`src/logic/pbfsm_consts.vh`:
```
// Timing constants and state codes for the pushbutton power on/off sequencer.
// Assumes a 100 MHz system clock; every ms interval is built from a 1 ms tick, the 30 us request filter counts clock cycles.
//
// Overview of operation
// [RULE1] Turn-on by key: supply sense ignored, even its fall, until key pressed again.
// [RULE2] Turn-on by supply sense: key press or sense fall both start turn-off.
// [RULE3] Reduced-pin configuration: sense fall never starts a turn-off.
// [RULE4] Simultaneous key fall and sense rise: key wins, run its 32 ms debounce.
// [RULE5] During that debounce ignore sense, unless key bounces high first.
// [RULE6] Sense high at power-up: switch on after about one second, no press.
// [RULE7] After key turn-off with sense high, need new sense rise or key press.
// [RULE8] User forces off by holding key 64 ms plus the adjustable delay.
// [RULE9] Forced-off delay is a configurable count standing in for the timing capacitor.
// [RULE10] Sense-started turn-off forced delay is 32 ms shorter, no initial debounce.
// [RULE11] Zero timer setting: forced delay 64 ms for key, 32 ms for sense.
// [RULE12] Shutdown request low quickly drops the supply switch output.
// [RULE13] Shutdown request acts only when held low at least 30 us.
// [RULE14] Output polarity selectable: active high or active low switch drive.
// [RULE15] Key turn-on only after key held low 32 ms without interruption.
// [RULE16] After turn-on ignore inputs 512 ms; request must be high by then.
// [RULE17] After switch off and key release, one second lockout ignoring key and sense.
// [RULE18] Forced-off timer counts 16 oscillator periods, then forces off, releases irq.
// [RULE19] All intervals from one slow tick via counters; edges taken after sync. The request filter counts sys_clk cycles instead.
`ifndef PBFSM_CONSTS_VH
`define PBFSM_CONSTS_VH

// -----------------------------------------------------------------
// Clock and tick
// -----------------------------------------------------------------
`define PBFSM_CLK_NS 10
`define PBFSM_TICK_NS 1000000
// One 1 ms tick of 10 ns cycles, sized to fit the 17-bit prescaler
`define PBFSM_TICK_CYCLES 17'd100000

// -----------------------------------------------------------------
// Intervals in ms ticks
// -----------------------------------------------------------------
`define PBFSM_DEBOUNCE_MS 20'd32
`define PBFSM_IRQ_MIN_MS 20'd32
`define PBFSM_ON_BLANK_MS 20'd512
`define PBFSM_LOCKOUT_MS 20'd1000
// Sixteen oscillator periods, applied as a shift of the delay setting
`define PBFSM_FORCE_SHIFT 4
// Capacitor scale the delay setting replaces, in nF per second
`define PBFSM_FORCE_NF_PER_S 190

// -----------------------------------------------------------------
// Shutdown request glitch filter
// -----------------------------------------------------------------
`define PBFSM_KILL_MIN_NS 30000
`define PBFSM_KILL_CYCLES ((`PBFSM_KILL_MIN_NS + `PBFSM_CLK_NS - 1) / `PBFSM_CLK_NS)
`define PBFSM_KILL_W 12

// -----------------------------------------------------------------
// State codes
// -----------------------------------------------------------------
`define PBFSM_S_PWRUP 4'h0
`define PBFSM_S_OFF 4'h1
`define PBFSM_S_ON_DEB 4'h2
`define PBFSM_S_BLANK 4'h3
`define PBFSM_S_RUN 4'h4
`define PBFSM_S_OFF_DEB 4'h5
`define PBFSM_S_IRQ_MIN 4'h6
`define PBFSM_S_FORCE 4'h7
`define PBFSM_S_HOLD 4'h8
`define PBFSM_S_LOCK 4'h9

`endif

```
`src/logic/pbfsm_timer.v`:
```
// Interval timer counting 1 ms ticks up to a loaded limit.
// Assumes the tick is a one-cycle pulse in the sys_clk domain.
`timescale 1ns/1ps

module pbfsm_timer (
  input wire sys_clk,
  input wire sys_rst,
  input wire start,
  input wire tick,
  input wire [19:0] limit,
  output reg done
);
  reg [19:0] count;
  reg [19:0] target;

  // -----------------------------------------------------------------
  // Counter
  // -----------------------------------------------------------------
  // Load restarts from zero; a zero limit reports done at once
  always @(posedge sys_clk) begin
    if (sys_rst) begin
      count <= 20'h00000;
      target <= 20'h00000;
      done <= 1'b0;
    end else if (start) begin
      count <= 20'h00000;
      target <= limit;
      done <= (limit == 20'h00000);
    end else if (tick && !done) begin
      count <= count + 20'h00001; // RULE19
      done <= (count + 20'h00001 >= target);
    end
  end
endmodule // pbfsm_timer

```
`src/logic/pbfsm_sequencer.v`:
```
// Pushbutton power on/off sequencer: debounce, blanking, lockout and forced-off logic.
// Assumes key, sense and request asynchronous to sys_clk; the host answers on shutdownRequestN.
`timescale 1ns/1ps
`include "pbfsm_consts.vh"

module pbfsm_sequencer #(
  parameter [16:0] TICK_CYCLES = `PBFSM_TICK_CYCLES
) (
  input wire sys_clk,
  input wire sys_rst,
  input wire pushKeyN,
  input wire auxSupplySense,
  input wire shutdownRequestN,
  input wire auxFalloffAllow,
  input wire reducedPin,
  input wire activeLowOut,
  input wire [15:0] forcedOffDelay,
  output reg supplySwitchOut,
  output reg powerIrqN,
  output reg auxGood
);
  reg [2:0] sync1;
  reg [2:0] sync2;
  reg [2:0] prev;
  reg [16:0] prescale;
  reg tick;
  reg [`PBFSM_KILL_W-1:0] killCount;
  reg killLow;
  reg [3:0] state;
  reg switchOn;
  reg byAux;
  reg offByAux;
  reg auxPend;
  reg ivlStart;
  reg [19:0] ivlLimit;
  wire ivlDone;
  wire [2:0] raw;
  wire keyLow;
  wire auxHigh;
  wire keyFall;
  wire auxRise;
  wire auxFall;
  wire ivlEnd;
  wire auxOffOk;
  wire [19:0] forcedLimit;

  // -----------------------------------------------------------------
  // Input synchronisers and edge detection
  // -----------------------------------------------------------------
  assign raw = {shutdownRequestN, auxSupplySense, pushKeyN};

  // Two stages per input plus a delayed copy; the second stage and that copy feed the logic
  genvar gi;
  generate
    for (gi = 0; gi < 3; gi = gi + 1) begin : gSync
      always @(posedge sys_clk) begin
        if (sys_rst) begin
          sync1[gi] <= 1'b1;
          sync2[gi] <= 1'b1;
          prev[gi] <= 1'b1;
        end else begin
          sync1[gi] <= raw[gi];
          sync2[gi] <= sync1[gi];
          prev[gi] <= sync2[gi]; // RULE19
        end
      end
    end
  endgenerate

  assign keyLow = !sync2[0];
  assign auxHigh = sync2[1];
  assign keyFall = prev[0] && !sync2[0];
  assign auxRise = !prev[1] && sync2[1];
  assign auxFall = prev[1] && !sync2[1];

  // -----------------------------------------------------------------
  // Slow tick
  // -----------------------------------------------------------------
  // One prescaler feeds every ms interval; the 30 us request filter counts clock cycles
  always @(posedge sys_clk) begin
    if (sys_rst) begin
      prescale <= 17'h00000;
      tick <= 1'b0;
    end else if (prescale >= TICK_CYCLES - 17'h00001) begin
      prescale <= 17'h00000;
      tick <= 1'b1; // RULE19
    end else begin
      prescale <= prescale + 17'h00001;
      tick <= 1'b0;
    end
  end

  // -----------------------------------------------------------------
  // Shutdown request glitch filter
  // -----------------------------------------------------------------
  // Low must persist 30 us; a shorter dip resets the count
  always @(posedge sys_clk) begin
    if (sys_rst) begin
      killCount <= {`PBFSM_KILL_W{1'b0}};
      killLow <= 1'b0;
    end else if (sync2[2]) begin
      killCount <= {`PBFSM_KILL_W{1'b0}};
      killLow <= 1'b0;
    end else if (killCount >= `PBFSM_KILL_CYCLES - 1) begin
      killLow <= 1'b1; // RULE13
    end else begin
      killCount <= killCount + {{(`PBFSM_KILL_W-1){1'b0}}, 1'b1};
    end
  end

  // -----------------------------------------------------------------
  // Interval timer
  // -----------------------------------------------------------------
  // Sixteen oscillator periods; a zero setting leaves only the fixed parts
  assign forcedLimit = {forcedOffDelay, 4'h0}; // RULE9 RULE18 RULE11

  pbfsm_timer uTimer (
    .sys_clk(sys_clk),
    .sys_rst(sys_rst),
    .start(ivlStart),
    .tick(tick),
    .limit(ivlLimit),
    .done(ivlDone)
  );

  // The timer's done flag is stale in the cycle its restart is issued
  assign ivlEnd = ivlDone && !ivlStart;

  // Sense fall may end a session only when it began the session
  assign auxOffOk = byAux && auxFalloffAllow && !reducedPin; // RULE1 RULE2 RULE3

  // -----------------------------------------------------------------
  // Sequencer
  // -----------------------------------------------------------------
  always @(posedge sys_clk) begin
    if (sys_rst) begin
      state <= `PBFSM_S_PWRUP;
      switchOn <= 1'b0;
      byAux <= 1'b0;
      offByAux <= 1'b0;
      auxPend <= 1'b0;
      powerIrqN <= 1'b1;
      ivlStart <= 1'b1;
      ivlLimit <= `PBFSM_LOCKOUT_MS;
    end else begin
      ivlStart <= 1'b0;
      case (state)
        `PBFSM_S_PWRUP: begin
          // Power-up delay, then switch on if the sense input is already high
          if (ivlEnd) begin
            if (auxHigh) begin
              state <= `PBFSM_S_BLANK; // RULE6
              switchOn <= 1'b1;
              byAux <= 1'b1;
              ivlStart <= 1'b1;
              ivlLimit <= `PBFSM_ON_BLANK_MS;
            end else begin
              state <= `PBFSM_S_OFF;
            end
          end
        end
        `PBFSM_S_OFF: begin
          // Only fresh edges turn on; a level left over from turn-off does not
          if (keyFall) begin
            state <= `PBFSM_S_ON_DEB; // RULE4 RULE7
            auxPend <= auxRise;
            ivlStart <= 1'b1;
            ivlLimit <= `PBFSM_DEBOUNCE_MS;
          end else if (auxRise) begin
            state <= `PBFSM_S_BLANK; // RULE7
            switchOn <= 1'b1;
            byAux <= 1'b1;
            ivlStart <= 1'b1;
            ivlLimit <= `PBFSM_ON_BLANK_MS;
          end
        end
        `PBFSM_S_ON_DEB: begin
          // A sense rise seen meanwhile is only remembered
          if (auxRise) begin
            auxPend <= 1'b1; // RULE5
          end
          if (!keyLow) begin
            if ((auxPend || auxRise) && auxHigh) begin
              state <= `PBFSM_S_BLANK; // RULE5
              switchOn <= 1'b1;
              byAux <= 1'b1;
              ivlStart <= 1'b1;
              ivlLimit <= `PBFSM_ON_BLANK_MS;
            end else begin
              state <= `PBFSM_S_OFF;
            end
          end else if (ivlEnd) begin
            state <= `PBFSM_S_BLANK; // RULE15
            switchOn <= 1'b1;
            byAux <= 1'b0;
            ivlStart <= 1'b1;
            ivlLimit <= `PBFSM_ON_BLANK_MS;
          end
        end
        `PBFSM_S_BLANK: begin
          // Inputs ignored; request must be released by the end
          if (ivlEnd) begin
            if (killLow) begin
              state <= `PBFSM_S_HOLD; // RULE16
              switchOn <= 1'b0;
            end else begin
              state <= `PBFSM_S_RUN;
            end
          end
        end
        `PBFSM_S_RUN: begin
          if (killLow) begin
            state <= `PBFSM_S_HOLD; // RULE12
            switchOn <= 1'b0;
          end else if (keyFall) begin
            state <= `PBFSM_S_OFF_DEB;
            ivlStart <= 1'b1;
            ivlLimit <= `PBFSM_DEBOUNCE_MS;
          end else if (auxFall && auxOffOk) begin
            // No debounce on this path, so the forced delay is 32 ms shorter
            state <= `PBFSM_S_IRQ_MIN; // RULE2 RULE10
            offByAux <= 1'b1;
            powerIrqN <= 1'b0;
            ivlStart <= 1'b1;
            ivlLimit <= `PBFSM_IRQ_MIN_MS;
          end
        end
        `PBFSM_S_OFF_DEB: begin
          if (killLow) begin
            state <= `PBFSM_S_HOLD; // RULE12
            switchOn <= 1'b0;
          end else if (!keyLow) begin
            state <= `PBFSM_S_RUN;
          end else if (ivlEnd) begin
            state <= `PBFSM_S_IRQ_MIN; // RULE8
            offByAux <= 1'b0;
            powerIrqN <= 1'b0;
            ivlStart <= 1'b1;
            ivlLimit <= `PBFSM_IRQ_MIN_MS;
          end
        end
        `PBFSM_S_IRQ_MIN: begin
          // Interrupt holds its minimum width even if the source lets go
          if (killLow) begin
            state <= `PBFSM_S_HOLD; // RULE12
            switchOn <= 1'b0;
            powerIrqN <= 1'b1;
          end else if (ivlEnd) begin
            if (offByAux ? !auxHigh : keyLow) begin
              state <= `PBFSM_S_FORCE; // RULE8
              ivlStart <= 1'b1;
              ivlLimit <= forcedLimit;
            end else begin
              state <= `PBFSM_S_RUN;
              powerIrqN <= 1'b1;
            end
          end
        end
        `PBFSM_S_FORCE: begin
          // Releasing the source aborts; a full count forces the supply off
          if (killLow) begin
            state <= `PBFSM_S_HOLD; // RULE12
            switchOn <= 1'b0;
            powerIrqN <= 1'b1;
          end else if (offByAux ? auxHigh : !keyLow) begin
            state <= `PBFSM_S_RUN;
            powerIrqN <= 1'b1;
          end else if (ivlEnd) begin
            state <= `PBFSM_S_HOLD; // RULE18
            switchOn <= 1'b0;
            powerIrqN <= 1'b1;
          end
        end
        `PBFSM_S_HOLD: begin
          // Lockout waits for key release so a held key cannot restart
          byAux <= 1'b0;
          if (!keyLow) begin
            state <= `PBFSM_S_LOCK; // RULE17
            ivlStart <= 1'b1;
            ivlLimit <= `PBFSM_LOCKOUT_MS;
          end
        end
        `PBFSM_S_LOCK: begin
          if (ivlEnd) begin
            state <= `PBFSM_S_OFF; // RULE17
          end
        end
        default: begin
          state <= `PBFSM_S_OFF;
          switchOn <= 1'b0;
          powerIrqN <= 1'b1;
        end
      endcase
    end
  end

  // -----------------------------------------------------------------
  // Output stage
  // -----------------------------------------------------------------
  // Polarity strap is sampled every cycle; changing it live flips the switch
  always @(posedge sys_clk) begin
    if (sys_rst) begin
      supplySwitchOut <= activeLowOut; // RULE14 off in either polarity during reset
      auxGood <= 1'b0;
    end else begin
      supplySwitchOut <= switchOn ^ activeLowOut; // RULE14
      auxGood <= auxHigh;
    end
  end
endmodule // pbfsm_sequencer

```
`config.mk`:
```
export PLATFORM = sky130hd
export DESIGN_NAME = pbfsm_sequencer
export DESIGN_NICKNAME = d
export VERILOG_FILES = /design/src/logic/pbfsm_timer.v /design/src/logic/pbfsm_sequencer.v
export VERILOG_INCLUDE_DIRS = /design/src /design/src/logic
export SDC_FILE = /design/constraint.sdc
export NUM_CORES = 1
export LEC_CHECK = 0
export ABC_AREA = 1
export BUFFER_PORTS_ARGS = -buffer_cell sky130_fd_sc_hd__buf_2
export CAP_MARGIN = 20
export CORE_MARGIN = 2
export CORE_UTILIZATION = 60
export CTS_CLUSTER_SIZE = 40
export DETAILED_ROUTE_END_ITERATION = 7
export PLACE_DENSITY = 0.88
export SYNTH_ARGS = -nofsm -noshare
export SYNTH_HDL_FRONTEND = slang
export SYNTH_SLANG_ARGS = --single-unit
```
`constraint.sdc`:
```
create_clock -name sys_clk -period 5.9 [get_ports sys_clk]
set_input_delay 0.59 -clock sys_clk [delete_from_list [all_inputs] [get_ports sys_clk]]
set_output_delay 0.59 -clock sys_clk [all_outputs]
set_load 0.03 [all_outputs]
```
-- Word level (Yosys, flattened, before mapping)
Index checks and enable logic that the tools add are counted.
- register bits after elaboration: 112
- bits of input ports: 24
- output and inout port bits: 3
- logic and storage cells: 205
- add/sub/neg operators: 3
- $lt $le $gt $ge: 3
- equal/unequal tests: 38
- mux-type cells: 97
- bitwise gates (word level): 3
- reduce and logical (&&, ||, !) cells: 36
- operators with widths (cell ; number):
    2-to-1 mux 20 bit ; 17
    one-hot mux 20 bit (7 select lines) ; 1
    2-to-1 mux 4 bit ; 20
    2-to-1 mux 1 bit ; 49
    one-hot mux 4 bit (10 select lines) ; 1
    != test 2 bit (second input constant) ; 18
    AND reduction 10 bit ; 3
    != test 3 bit (second input constant) ; 8
    adder 20 x 1 -> 20 bit (second input constant) ; 1
    greater-or-equal comparator 20 bit ; 1
    logical NOT 20 bit ; 1
    adder 17 x 1 -> 17 bit (second input constant) ; 1
    greater-or-equal comparator 17 bit (second input constant) ; 1
    equality test 4 x 3 -> 1 bit (second input constant) ; 4
    AND reduction 15 bit ; 1
    one-hot mux 1 bit (7 select lines) ; 2
    AND reduction 7 bit ; 2
    adder 12 x 1 -> 12 bit (second input constant) ; 1
    greater-or-equal comparator 12 bit (second input constant) ; 1
    != test 4 bit (second input constant) ; 3
    logical AND 1 bit ; 9
    equality test 4 x 2 -> 1 bit (second input constant) ; 2
    equality test 4 bit (second input constant) ; 2
    OR reduction 2 bit ; 4
    other kinds (16) ; 27

-- Depth between registers and ports, before layout
Gate-level depths: netlist of the first run.
- depth after elaboration: 7
- depth in mapped cells: 19
- depth with buffers taken out: 19

-- By module
A second synthesis of the first run with hierarchy kept.
- cell total of the unflattened synthesis: 919
- area, all modules: 6248.5 um^2
- by module, submodules not included (module ; instances ; cells an instance ; area each (um^2)):
    pbfsm_sequencer ; 1 ; 547 ; 3656.0
    pbfsm_timer ; 1 ; 372 ; 2592.5

-- Least setup slack after synthesis of the first run
OpenSTA, ideal clock, no wires.
- path kind: register -> register
- from: reg uTimer.count[2]
- to: reg uTimer.done
- arrival time: 2.144 ns
- slack: 3.686 ns
- cell stages (with the launch flop): 16
- path buffers: 0
- cells stage by stage: dfxtp_1 > inv_1 > nor2_1 > nand2_1 > nor2_1 > xor2_1 > inv_1 > ha_1 > nand2_1 > nor2_1 > nand3_1 > a21oi_1 > nor2_1 > nand2_1 > nand2_1 > a21oi_1
- longest elaborated chain between the ends: 4
- RTL lines (item ; line ; source):
    start: declaration ; pbfsm_timer.v:13 ; reg [19:0] count;
    start signal: assignment ; pbfsm_timer.v:30 ; count <= count + 20'h00001;
    adder 20 x 1 -> 20 bit ; pbfsm_timer.v:31 ; done <= (count + 20'h00001 >= target);
    greater-or-equal comparator 20 bit ; pbfsm_timer.v:31 ;
    2-to-1 mux 1 bit ; pbfsm_timer.v:29 ; end else if (tick && !done) begin
    2-to-1 mux 1 bit ; pbfsm_timer.v:25 ; end else if (start) begin
    end signal: assignment ; pbfsm_timer.v:28 ; done <= (limit == 20'h00000);
    end signal: assignment ; pbfsm_timer.v:31 ;
    end: declaration ; pbfsm_timer.v:11 ; output reg done
Every way passes these cells. The select of a mux whose other input is x is not followed.
A chain may end at the register's enable or synchronous reset.

-- Worst setup path in the final report of the first run
Same ends and word-level chain as after synthesis.

==> out/metrics.yaml, run 1 <==
placed_design:
  gp_congestion: 0.962
  place_ws_ns: 2.89
  dp_cells: 1046
  io_buffers: 26
  post-dp-hpwl_um: 10000
route:
  drcViolationCount: 0
  wl_per_cell_um: 13.1
  first_iter_violations: 363
  routed_wl_um: 13900
  ant_nets: 0
  routed_via_density: 5.38
  num_vias: 5719
  dr.pass1.iters: 5
critical_path:
  cp-end-kind: "flop"
  worst_path_max_delay_cell: "dfxtp_1"
  critical_path_class: "flop to flop"
  cp.arrival_ns: 3.02
  slowest_delay_ns: 0.39
  crit_required_ns: 6.22
  path_cells: "inv_1 -> nor2_1 -> nand2_1 -> nor2_1 -> xor2_1 -> inv_1 -> ha_1 -> nand2_1 -> nor2_1 -> nand3_1 -> a21oi_1 -> nor2_1 -> nand2_1 -> nand2_1 -> a21oi_1"
  cp_max_fo: 5
  cp_num_cells: 15
  worstPathBufferInverterCount: 2
  crit_family: "simple AND/OR/NAND/NOR gates"
  crit_path_start_kind: "flop"
  r2r_cells: 15
synth:
  synth_edf_count: 0
  yosysSeqAreaShare: 0.357
  synth_area_leader_cell: "dfxtp_1"
  synthTopCellsByArea: "dfxtp_1 36%, nand2_1 14%, inv_1 8.4%, nor2_1 6.9%, nand3_1 5.4%"
  synth.top_cell.area_share: 0.357
  async_reset_ff_frac: 0
  ys_seq_elements: 106
  syn_area_um2: 5950
  synth_ff_type: "dfxtp_1"
  syn-mean-instance-area_um2: 6.54
  yosys_warnings: 0
  synth.distinct_cells: 33
  synthCells: 910
  synth_fp_nets: 954
sta:
  drv_slew: 0
  fmax_mhz: 370
  final.period_utilization: 0.458
  setup_violations: 0
  rsz0062_at_grt: "no"
  fin_ws_ns: 3.20
  hold_violations: 0
  setup_tns_ns: 0
  tightest_slew_ns: 0.734
  maxSlewHeadroom: 0.509
  clock_skew_ns: 0.0151
  min_period_ns: 2.70
global_route:
  grt_util_met3: 0.0585
  grt_max_degree: 45
  gr-max-usage-layer: "met2"
  grt_antenna_before_repair: 0
  met2_usage: 0.419
  grt_overflow: 0
  track_usage: 0.258
  grt_pass1_wl_um: 23300
  grt_pass1_vias: 5221
  use_met1: 0.335
floorplanning:
  ios: 27
  dieArea_um2: 10700
  fp.dieW_um: 104
  die_h_um: 104
  start_util: 0.614
  placementRows: 36
  core_area_um2: 9680
final_layout:
  multi_input_area_um2: 3210
  ff_latch_area_um2: 2120
  final_nets: 969
  diodes: 0
  fillCellCount: 865
  final_cells: 1063
  drive_gt1_frac: 0.0699
  syn2layout_area_growth_pct: 7.30
clocking:
  cts_tree: "yes"
  ctsHoldBuffers: 0
  htreeDepth: 3
  clock-root-buffer: "clkbuf_8"
  cts_resized: 0
  cts_buffers: 9
  path_clk_slew_ns: 0.11
  cts.sinks: 106
  clk_latency_ns: 0.39
  cts_setup_buffers: 0
  cts_buffer_depth: 2
hold_path:
  hold_class: "input port to flop"
  holdPathStages: 2
flow_run:
  cap_violations: 0
power_and_ir_drop:
  powerDensity_nw_per_um2: 289
  vdd_drop_max_mv: 0.220
  power_leakage_nw: 2.93
status:
  status: "finished clean"
[cell usage after synthesis (2+ instances only)]
cell      count
a21oi_1      61
a31oi_1       3
buf_2         6
clkbuf_1     17
dfxtp_1     106
ha_1         20
inv_1       133
inv_2         3
nand2_1     224
nand2_2       4
nand3_1      64
nand4_1      39
nor2_1      109
nor2_2        2
nor2_4        3
nor3_1       19
nor4_1        2
o21a_1        2
o21ai_0      43
o21bai_1      3
or2_2         7
xnor2_1       5
xor2_1       25
[layer usage]
metal,up-vias,wire [µm]
li1,2945,-
met1,2560,6300
met2,175,6460
met3,39,802
met4,0,369
met5,-,0
[cells in the final DEF, fill, tap and decap left out, types with 19 or more instances in the layout]
cell type    n
dfxtp_1    106
xor2_1      25
a21oi_1     61
nor2_1     109
inv_1      133
buf_2       26
o21ai_0     43
nand4_1     39
nor3_1      19
ha_1        20
nand3_1     64
nand2_1    224
[metrics by stage]
stage | hold slack [ns] | power [mW] | util | instance area [µm²]
2_1_floorplan | 0.389 | 1.26 | - | 5950
3_3_place_gp | 0.393 | 1.35 | 0.635 | 6150
3_5_place_dp | 0.394 | 1.36 | 0.635 | 6150
4_1_cts | 0.360 | 1.84 | 0.657 | 6360
5_1_grt | 0.356 | 1.96 | 0.659 | 6380
6_report | 0.377 | 1.84 | 0.659 | 6380
[path summary, 6_finish.rpt]
kind                                       from  slack, ns           to
worst max-delay path            uTimer.count[2]       3.20  uTimer.done
worst min-delay path                   pushKeyN       0.38     sync1[0]
worst min register to register         sync1[2]       0.42     sync2[2]
worst max register to register  uTimer.count[2]       3.20  uTimer.done
[flip-flops by register name (all words and copies together) (netlist names)]
signal,flops
sync1,3
prev,2
byAux,1
auxPend,1
prescale,17
ivlLimit,17
offByAux,1
tick,1
state,4
uTimer.count,20
auxGood,1
switchOn,1
auxHigh,1
supplySwitchOut,1
uTimer.target,17
uTimer.done,1
sync2,2
powerIrqN,1
killCount,12
killLow,1
ivlStart,1
[layout make-up]
type                            count  share of cell area
Clock buffer                        9              0.0194
Clock inverter                      7              0.0143
Inverter                          137              0.0806
Multi-Input combinational cell    643               0.502
Sequential cell                   106               0.332
Tap cell                          133              0.0261
Timing Repair Buffer               28              0.0247
[power breakdown]
part	internal (mW)	switching [mW]	leakage, nW	total [mW]
sequential	0.801	0.0615	0.865	0.863
clock	0.208	0.278	0.111	0.486
combinational	0.166	0.328	1.95	0.494
[cells by family (layout without fill, tap and decap cells)]
family / count (synthesis) / count (layout) / share of synthesized area
simple gates: 477 / 477 / 0.351
flops: 106 / 106 / 0.357
buf+inv: 161 / 181 / 0.104
xor+xnor: 30 / 30 / 0.0442
compound gates: 116 / 116 / 0.102
fa+ha+maj: 20 / 20 / 0.0421
Power figures use the tool's default switching activity.
==> run 2, diff against run 1 <==
clock period = 2.65 ns   (was 5.9 ns; I/O delays follow)
==> out/metrics.yaml, run 2 (synthesis gave the netlist of run 1 again) <==
global_route:
  grt_pass1_vias: 5021  # was 5221
  grt_pass1_wl_um: 23100  # was 23300 µm
  track_usage: 0.260  # was 0.258
  grt_antenna_before_repair: 0  # unchanged
  grt_overflow: 0  # unchanged
  grt_max_degree: 45  # unchanged
sta:
  setup_tns_ns: 0  # unchanged
  final.period_utilization: 0.895  # was 0.458
  min_period_ns: 2.37  # was 2.70 ns
  fmax_mhz: 422  # was 370 MHz
  hold_violations: 0  # unchanged
  drv_slew: 0  # unchanged
  tightest_slew_ns: 0.689  # was 0.734 ns
  clock_skew_ns: 0.00856  # was 0.0151 ns
  maxSlewHeadroom: 0.540  # was 0.509
  rsz0062_at_grt: "no"  # unchanged
  setup_violations: 0  # unchanged
floorplanning:
  dieArea_um2: 10700  # unchanged
  core_area_um2: 9680  # unchanged
  fp.dieW_um: 104  # unchanged
  start_util: 0.614  # unchanged
  placementRows: 36  # unchanged
  ios: 27  # unchanged
  die_h_um: 104  # unchanged
critical_path:
  crit_path_start_kind: "flop"  # unchanged
  critical_path_class: "flop to flop"  # unchanged
  crit_required_ns: 2.94  # was 6.22 ns
  cp_max_fo: 4  # was 5
  cp-end-kind: "flop"  # unchanged
  cp.arrival_ns: 2.66  # was 3.02 ns
clocking:
  cts_buffers: 9  # unchanged
  cts_tree: "yes"  # unchanged
  cts_setup_buffers: 0  # unchanged
  clk_latency_ns: 0.40  # was 0.39 ns
  htreeDepth: 3  # unchanged
  path_clk_slew_ns: 0.11  # about the same
  cts_buffer_depth: 2  # unchanged
  cts.sinks: 106  # unchanged
  clock-root-buffer: "clkbuf_8"  # unchanged
route:
  first_iter_violations: 375  # was 363
  ant_nets: 0  # unchanged
  wl_per_cell_um: 12.9  # was 13.1 µm
  dr.pass1.iters: 6  # was 5
  drcViolationCount: 0  # unchanged
  num_vias: 5669  # was 5719
  routed_via_density: 5.30  # was 5.38
  routed_wl_um: 13800  # was 13900 µm
final_layout:
  final_cell_mix: "223 x nand2_1, 133 x inv_1, 107 x nor2_1, 105 x dfxtp_1, 64 x nand3_1"  # was 224 x nand2_1, 133 x inv_1, 109 x nor2_1, 106 x dfxtp_1, 64 x nand3_1
  largest_register_ffs: 20  # unchanged
  fillCellCount: 850  # was 865
  largest_register: "uTimer.count"  # unchanged
  diodes: 0  # unchanged
  syn2layout_area_growth_pct: 7.99  # was 7.30%
  final_common_cell: "nand2_1"  # unchanged
  drive_gt1_frac: 0.0843  # was 0.0699
  final_nets: 976  # was 969
status:
  status: "finished clean"  # unchanged
placed_design:
  io_buffers: 26  # unchanged
  post-dp-hpwl_um: 10200  # was 10000 µm
  gp_congestion: 1.01  # was 0.962
power_and_ir_drop:
  p_total_mw: 4.02  # was 1.84 mW
  power_leakage_nw: 2.95  # was 2.93 nW
  powerDensity_nw_per_um2: 625  # was 289 nW/µm²
  vdd_drop_max_mv: 0.484  # was 0.220 mV
hold_path:
  hold_class: "input port to flop"  # unchanged
flow_run:
  cap_violations: 0  # unchanged
==> run 2: cell type report <==
cell class / count / area (µm²) / share of cell area
repair buffers: 35 / 198 / 0.0308
multi-input cells: 643 / 3230 / 0.503
clock inverters: 7 / 66.3 / 0.0103
inverters: 137 / 514 / 0.0801
flip-flops and latches: 106 / 2120 / 0.331
clock buffers: 9 / 124 / 0.0193
well taps: 133 / 166 / 0.0259
==> run 2: critical path, cell delays in order, from the launching register on <==
cell	delay, ns
dfxtp_1	0.42
nand2_1	0.15
nor3_1	0.24
nand2_1	0.12
nor2_1	0.24
nand3_1	0.11
nand2_1	0.09
nand2_1	0.06
ha_1	0.29
nand2_1	0.06
o21bai_1	0.13
nand3_1	0.10
nor2_1	0.10
nand2_1	0.05
nand2_1	0.05
a21oi_1	0.05
==> run 2: power by group <==
| group | total (mW) | switching, mW | internal (mW) | leakage (nW) |
|---|---|---|---|---|
| Clock | 0.993 | 0.624 | 0.369 | 0.0986 |
| Sequential | 1.88 | 0.0996 | 1.78 | 0.866 |
| Combinational | 1.14 | 0.754 | 0.386 | 1.98 |
==> run 2: final timing paths <==
path                    from     endpoint  slack (ns)  cells past startpoint
max          uTimer.count[7]  uTimer.done        0.28                     15
min                 pushKeyN     sync1[0]        0.04                      2
max reg2reg  uTimer.count[7]  uTimer.done        0.28                     15
min reg2reg         sync1[1]      auxHigh        0.41                      1
==> run 2: repair_timing <==
| action | CTS | global route |
|---|---|---|
| gates resized for setup | 0 | 8 |
| hold buffers | 0 | 0 |
| endpoints found under the setup margin | 0 | 1 |
| endpoints found under the hold margin | 0 | 0 |
==> run 2: routing by layer <==
| metal | up-vias | GRT usage | routed length, µm |
|---|---|---|---|
| met1 | 2494 | 0.345 | 6340 |
| met3 | 34 | 0.0497 | 799 |
| met5 | - | 0 | 0 |
| li1 | 2959 | - | - |
| met4 | 0 | 0.0936 | 395 |
| met2 | 182 | 0.426 | 6270 |
==> run 2: stage by stage <==
stage / hold slack [ns] / cells / worst slack [ns] / cell area (µm²) / util
CTS: 0.0225 / 1070 / 0.101 / 6400 / 0.661
global route: 0.0293 / 1070 / 0.00871 / 6420 / 0.663
detailed placement: 0.400 / 1054 / 0.130 / 6210 / 0.641
floorplan: 0.369 / 910 / 0.436 / 5950 / -
finish: 0.0394 / 1070 / 0.278 / 6420 / 0.663
global placement: 0.392 / 1054 / 0.259 / 6210 / 0.641
==> run 3, diff against run 2 <==
BUFFER_PORTS_ARGS = -buffer_cell sky130_fd_sc_hd__clkbuf_2   (was -buffer_cell sky130_fd_sc_hd__buf_2)
MAX_ROUTING_LAYER = met4   (was not set)
==> out/metrics.yaml, run 3 (synthesis gave the netlist of run 1 again) <==
status:
  status: "finished clean"  # unchanged
power_and_ir_drop:
  power_leakage_nw: 2.96  # was 2.95 nW
  p_total_mw: 4.11  # was 4.02 mW
  vdd_drop_max_mv: 0.389  # was 0.484 mV
  powerDensity_nw_per_um2: 638  # was 625 nW/µm²
critical_path:
  cp_num_cells: 15  # unchanged
  cp.arrival_ns: 2.76  # was 2.66 ns
  worst_path_max_delay_cell: "dfxtp_1"  # unchanged
  cp-end-kind: "flop"  # unchanged
  crit_family: "simple AND/OR/NAND/NOR gates"  # unchanged
  slowest_delay_ns: 0.42  # about the same
  crit_path_start_kind: "flop"  # unchanged
  crit_top_cell: "nand2_1"  # unchanged
  cp_max_fo: 5  # was 4
  crit_required_ns: 2.96  # was 2.94 ns
  critical_path_class: "flop to flop"  # unchanged
  path_cells: "inv_1 -> nor3_2 -> nand2_2 -> nor2_4 -> xor2_1 -> inv_1 -> ha_1 -> nand2_1 -> nor2_2 -> nand3_1 -> a21oi_1 -> nor2_1 -> nand2_1 -> nand2_1 -> a21oi_1"  # was nand2_1 -> nor3_1 -> nand2_1 -> nor2_1 -> nand3_1 -> nand2_1 -> nand2_1 -> ha_1 -> nand2_1 -> o21bai_1 -> nand3_1 -> nor2_1 -> nand2_1 -> nand2_1 -> a21oi_1
  worstPathBufferInverterCount: 2  # was 0
  r2r_cells: 15  # unchanged
route:
  ant_nets: 0  # unchanged
  num_vias: 5733  # was 5669
  routed_via_density: 5.36  # was 5.30
  wl_per_cell_um: 13.3  # was 12.9 µm
  drcViolationCount: 0  # unchanged
  dr.pass1.iters: 5  # was 6
  routed_wl_um: 14200  # was 13800 µm
  first_iter_violations: 372  # was 375
global_route:
  grt_max_degree: 32  # was 45
  grt_overflow: 0  # unchanged
  grt_antenna_before_repair: 0  # unchanged
  grt_pass1_vias: 5215  # was 5021
  grt_pass1_wl_um: 24100  # was 23100 µm
  track_usage: 0.278  # was 0.260
clocking:
  cts_resized: 0  # unchanged
  path_clk_slew_ns: 0.11  # about the same
  cts_setup_buffers: 0  # unchanged
  cts_tree: "yes"  # unchanged
  cts.sinks: 106  # unchanged
  cts_buffer_depth: 2  # unchanged
  htreeDepth: 3  # unchanged
  ctsHoldBuffers: 0  # unchanged
  clk_latency_ns: 0.37  # was 0.40 ns
  cts_buffers: 9  # unchanged
  clock-root-buffer: "clkbuf_8"  # unchanged
sta:
  maxSlewHeadroom: 0.522  # was 0.540
  drv_slew: 0  # unchanged
  setup_tns_ns: 0  # unchanged
  final.period_utilization: 0.922  # was 0.895
  hold_violations: 0  # unchanged
  clock_skew_ns: 0.00902  # was 0.00856 ns
  tightest_slew_ns: 0.715  # was 0.689 ns
  setup_violations: 0  # unchanged
  min_period_ns: 2.44  # was 2.37 ns
  fin_ws_ns: 0.208  # was 0.278 ns
  fmax_mhz: 409  # was 422 MHz
placed_design:
  place_ws_ns: 0.109  # was 0.130 ns
  io_buffers: 26  # unchanged
  gp_congestion: 0.990  # was 1.01
  dp_cells: 1053  # was 1054
  post-dp-hpwl_um: 10600  # was 10200 µm
final_layout:
  largest_register_ffs: 20  # unchanged
  final_common_cell: "nand2_1"  # unchanged
  final_nets: 975  # was 976
  drive_gt1_frac: 0.0844  # was 0.0843
  final_cells: 1069  # was 1070
  ff_latch_area_um2: 2120  # unchanged
  largest_register: "uTimer.count"  # unchanged
  final_cell_mix: "223 x nand2_1, 133 x inv_1, 106 x nor2_1, 105 x dfxtp_1, 63 x nand3_1"  # was 223 x nand2_1, 133 x inv_1, 107 x nor2_1, 105 x dfxtp_1, 64 x nand3_1
  syn2layout_area_growth_pct: 8.39  # was 7.99%
  diodes: 0  # unchanged
  multi_input_area_um2: 3240  # was 3230 µm²
  fillCellCount: 856  # was 850
  utilization: 0.666  # was 0.663
flow_run:
  cap_violations: 0  # unchanged
floorplanning:
  ios: 27  # unchanged
  core_area_um2: 9680  # unchanged
  fp.dieW_um: 104  # unchanged
  placementRows: 36  # unchanged
  dieArea_um2: 10700  # unchanged
  die_h_um: 104  # unchanged
  start_util: 0.614  # unchanged
hold_path:
  hold_class: "input port to flop"  # unchanged
  holdPathStages: 2  # unchanged
-- run 3: power breakdown --
part	leakage (nW)	total, mW	internal (mW)	switching [mW]
Sequential	0.866	1.88	1.78	0.101
Clock	0.109	1.08	0.500	0.579
Combinational	1.98	1.15	0.384	0.764
Total	2.96	4.11	2.67	1.44
-- run 3: area by class of cell --
class / count / area share
Inverter: 137 / 0.0798
Multi-Input combinational cell: 643 / 0.502
Timing Repair Buffer: 34 / 0.0295
Sequential cell: 106 / 0.329
Clock buffer: 12 / 0.0241
Clock inverter: 4 / 0.00912
Tap cell: 133 / 0.0258
-- run 3: routing by layer --
metal | track usage | part of all wire | up-vias
met3 | 0.0478 | 0.056 | 32
met4 | 0.0975 | 0.023 | 0
met2 | 0.453 | 0.47 | 186
met1 | 0.352 | 0.45 | 2560
li1 | - | - | 2955
met5 | - | 0 | -
-- run 3: metrics by stage --
stage	instance area [µm²]	hold WS, ns
CTS	6410	0.0599
finish	6450	0.0687
global route	6450	0.0527
floorplan	5950	0.369
detailed placement	6200	0.393
global placement	6200	0.391
-- run 3: path summary, 6_finish.rpt --
check / end / startpoint / slack, ns
max: uTimer.done / uTimer.count[3] / 0.21
min reg2reg: auxHigh / sync1[1] / 0.42
min: sync1[2] / shutdownRequestN / 0.07
max reg2reg: uTimer.done / uTimer.count[3] / 0.21
-- run 3: worst register-to-register path, stage by stage, from the launching register on --
cell and delay, ns:
dfxtp_1 0.42, inv_1 0.10, nor3_2 0.25, nand2_2 0.14, nor2_4 0.16, xor2_1 0.23
inv_1 0.08, ha_1 0.30, nand2_1 0.09, nor2_2 0.15, nand3_1 0.09, a21oi_1 0.13
nor2_1 0.05, nand2_1 0.05, nand2_1 0.04, a21oi_1 0.11
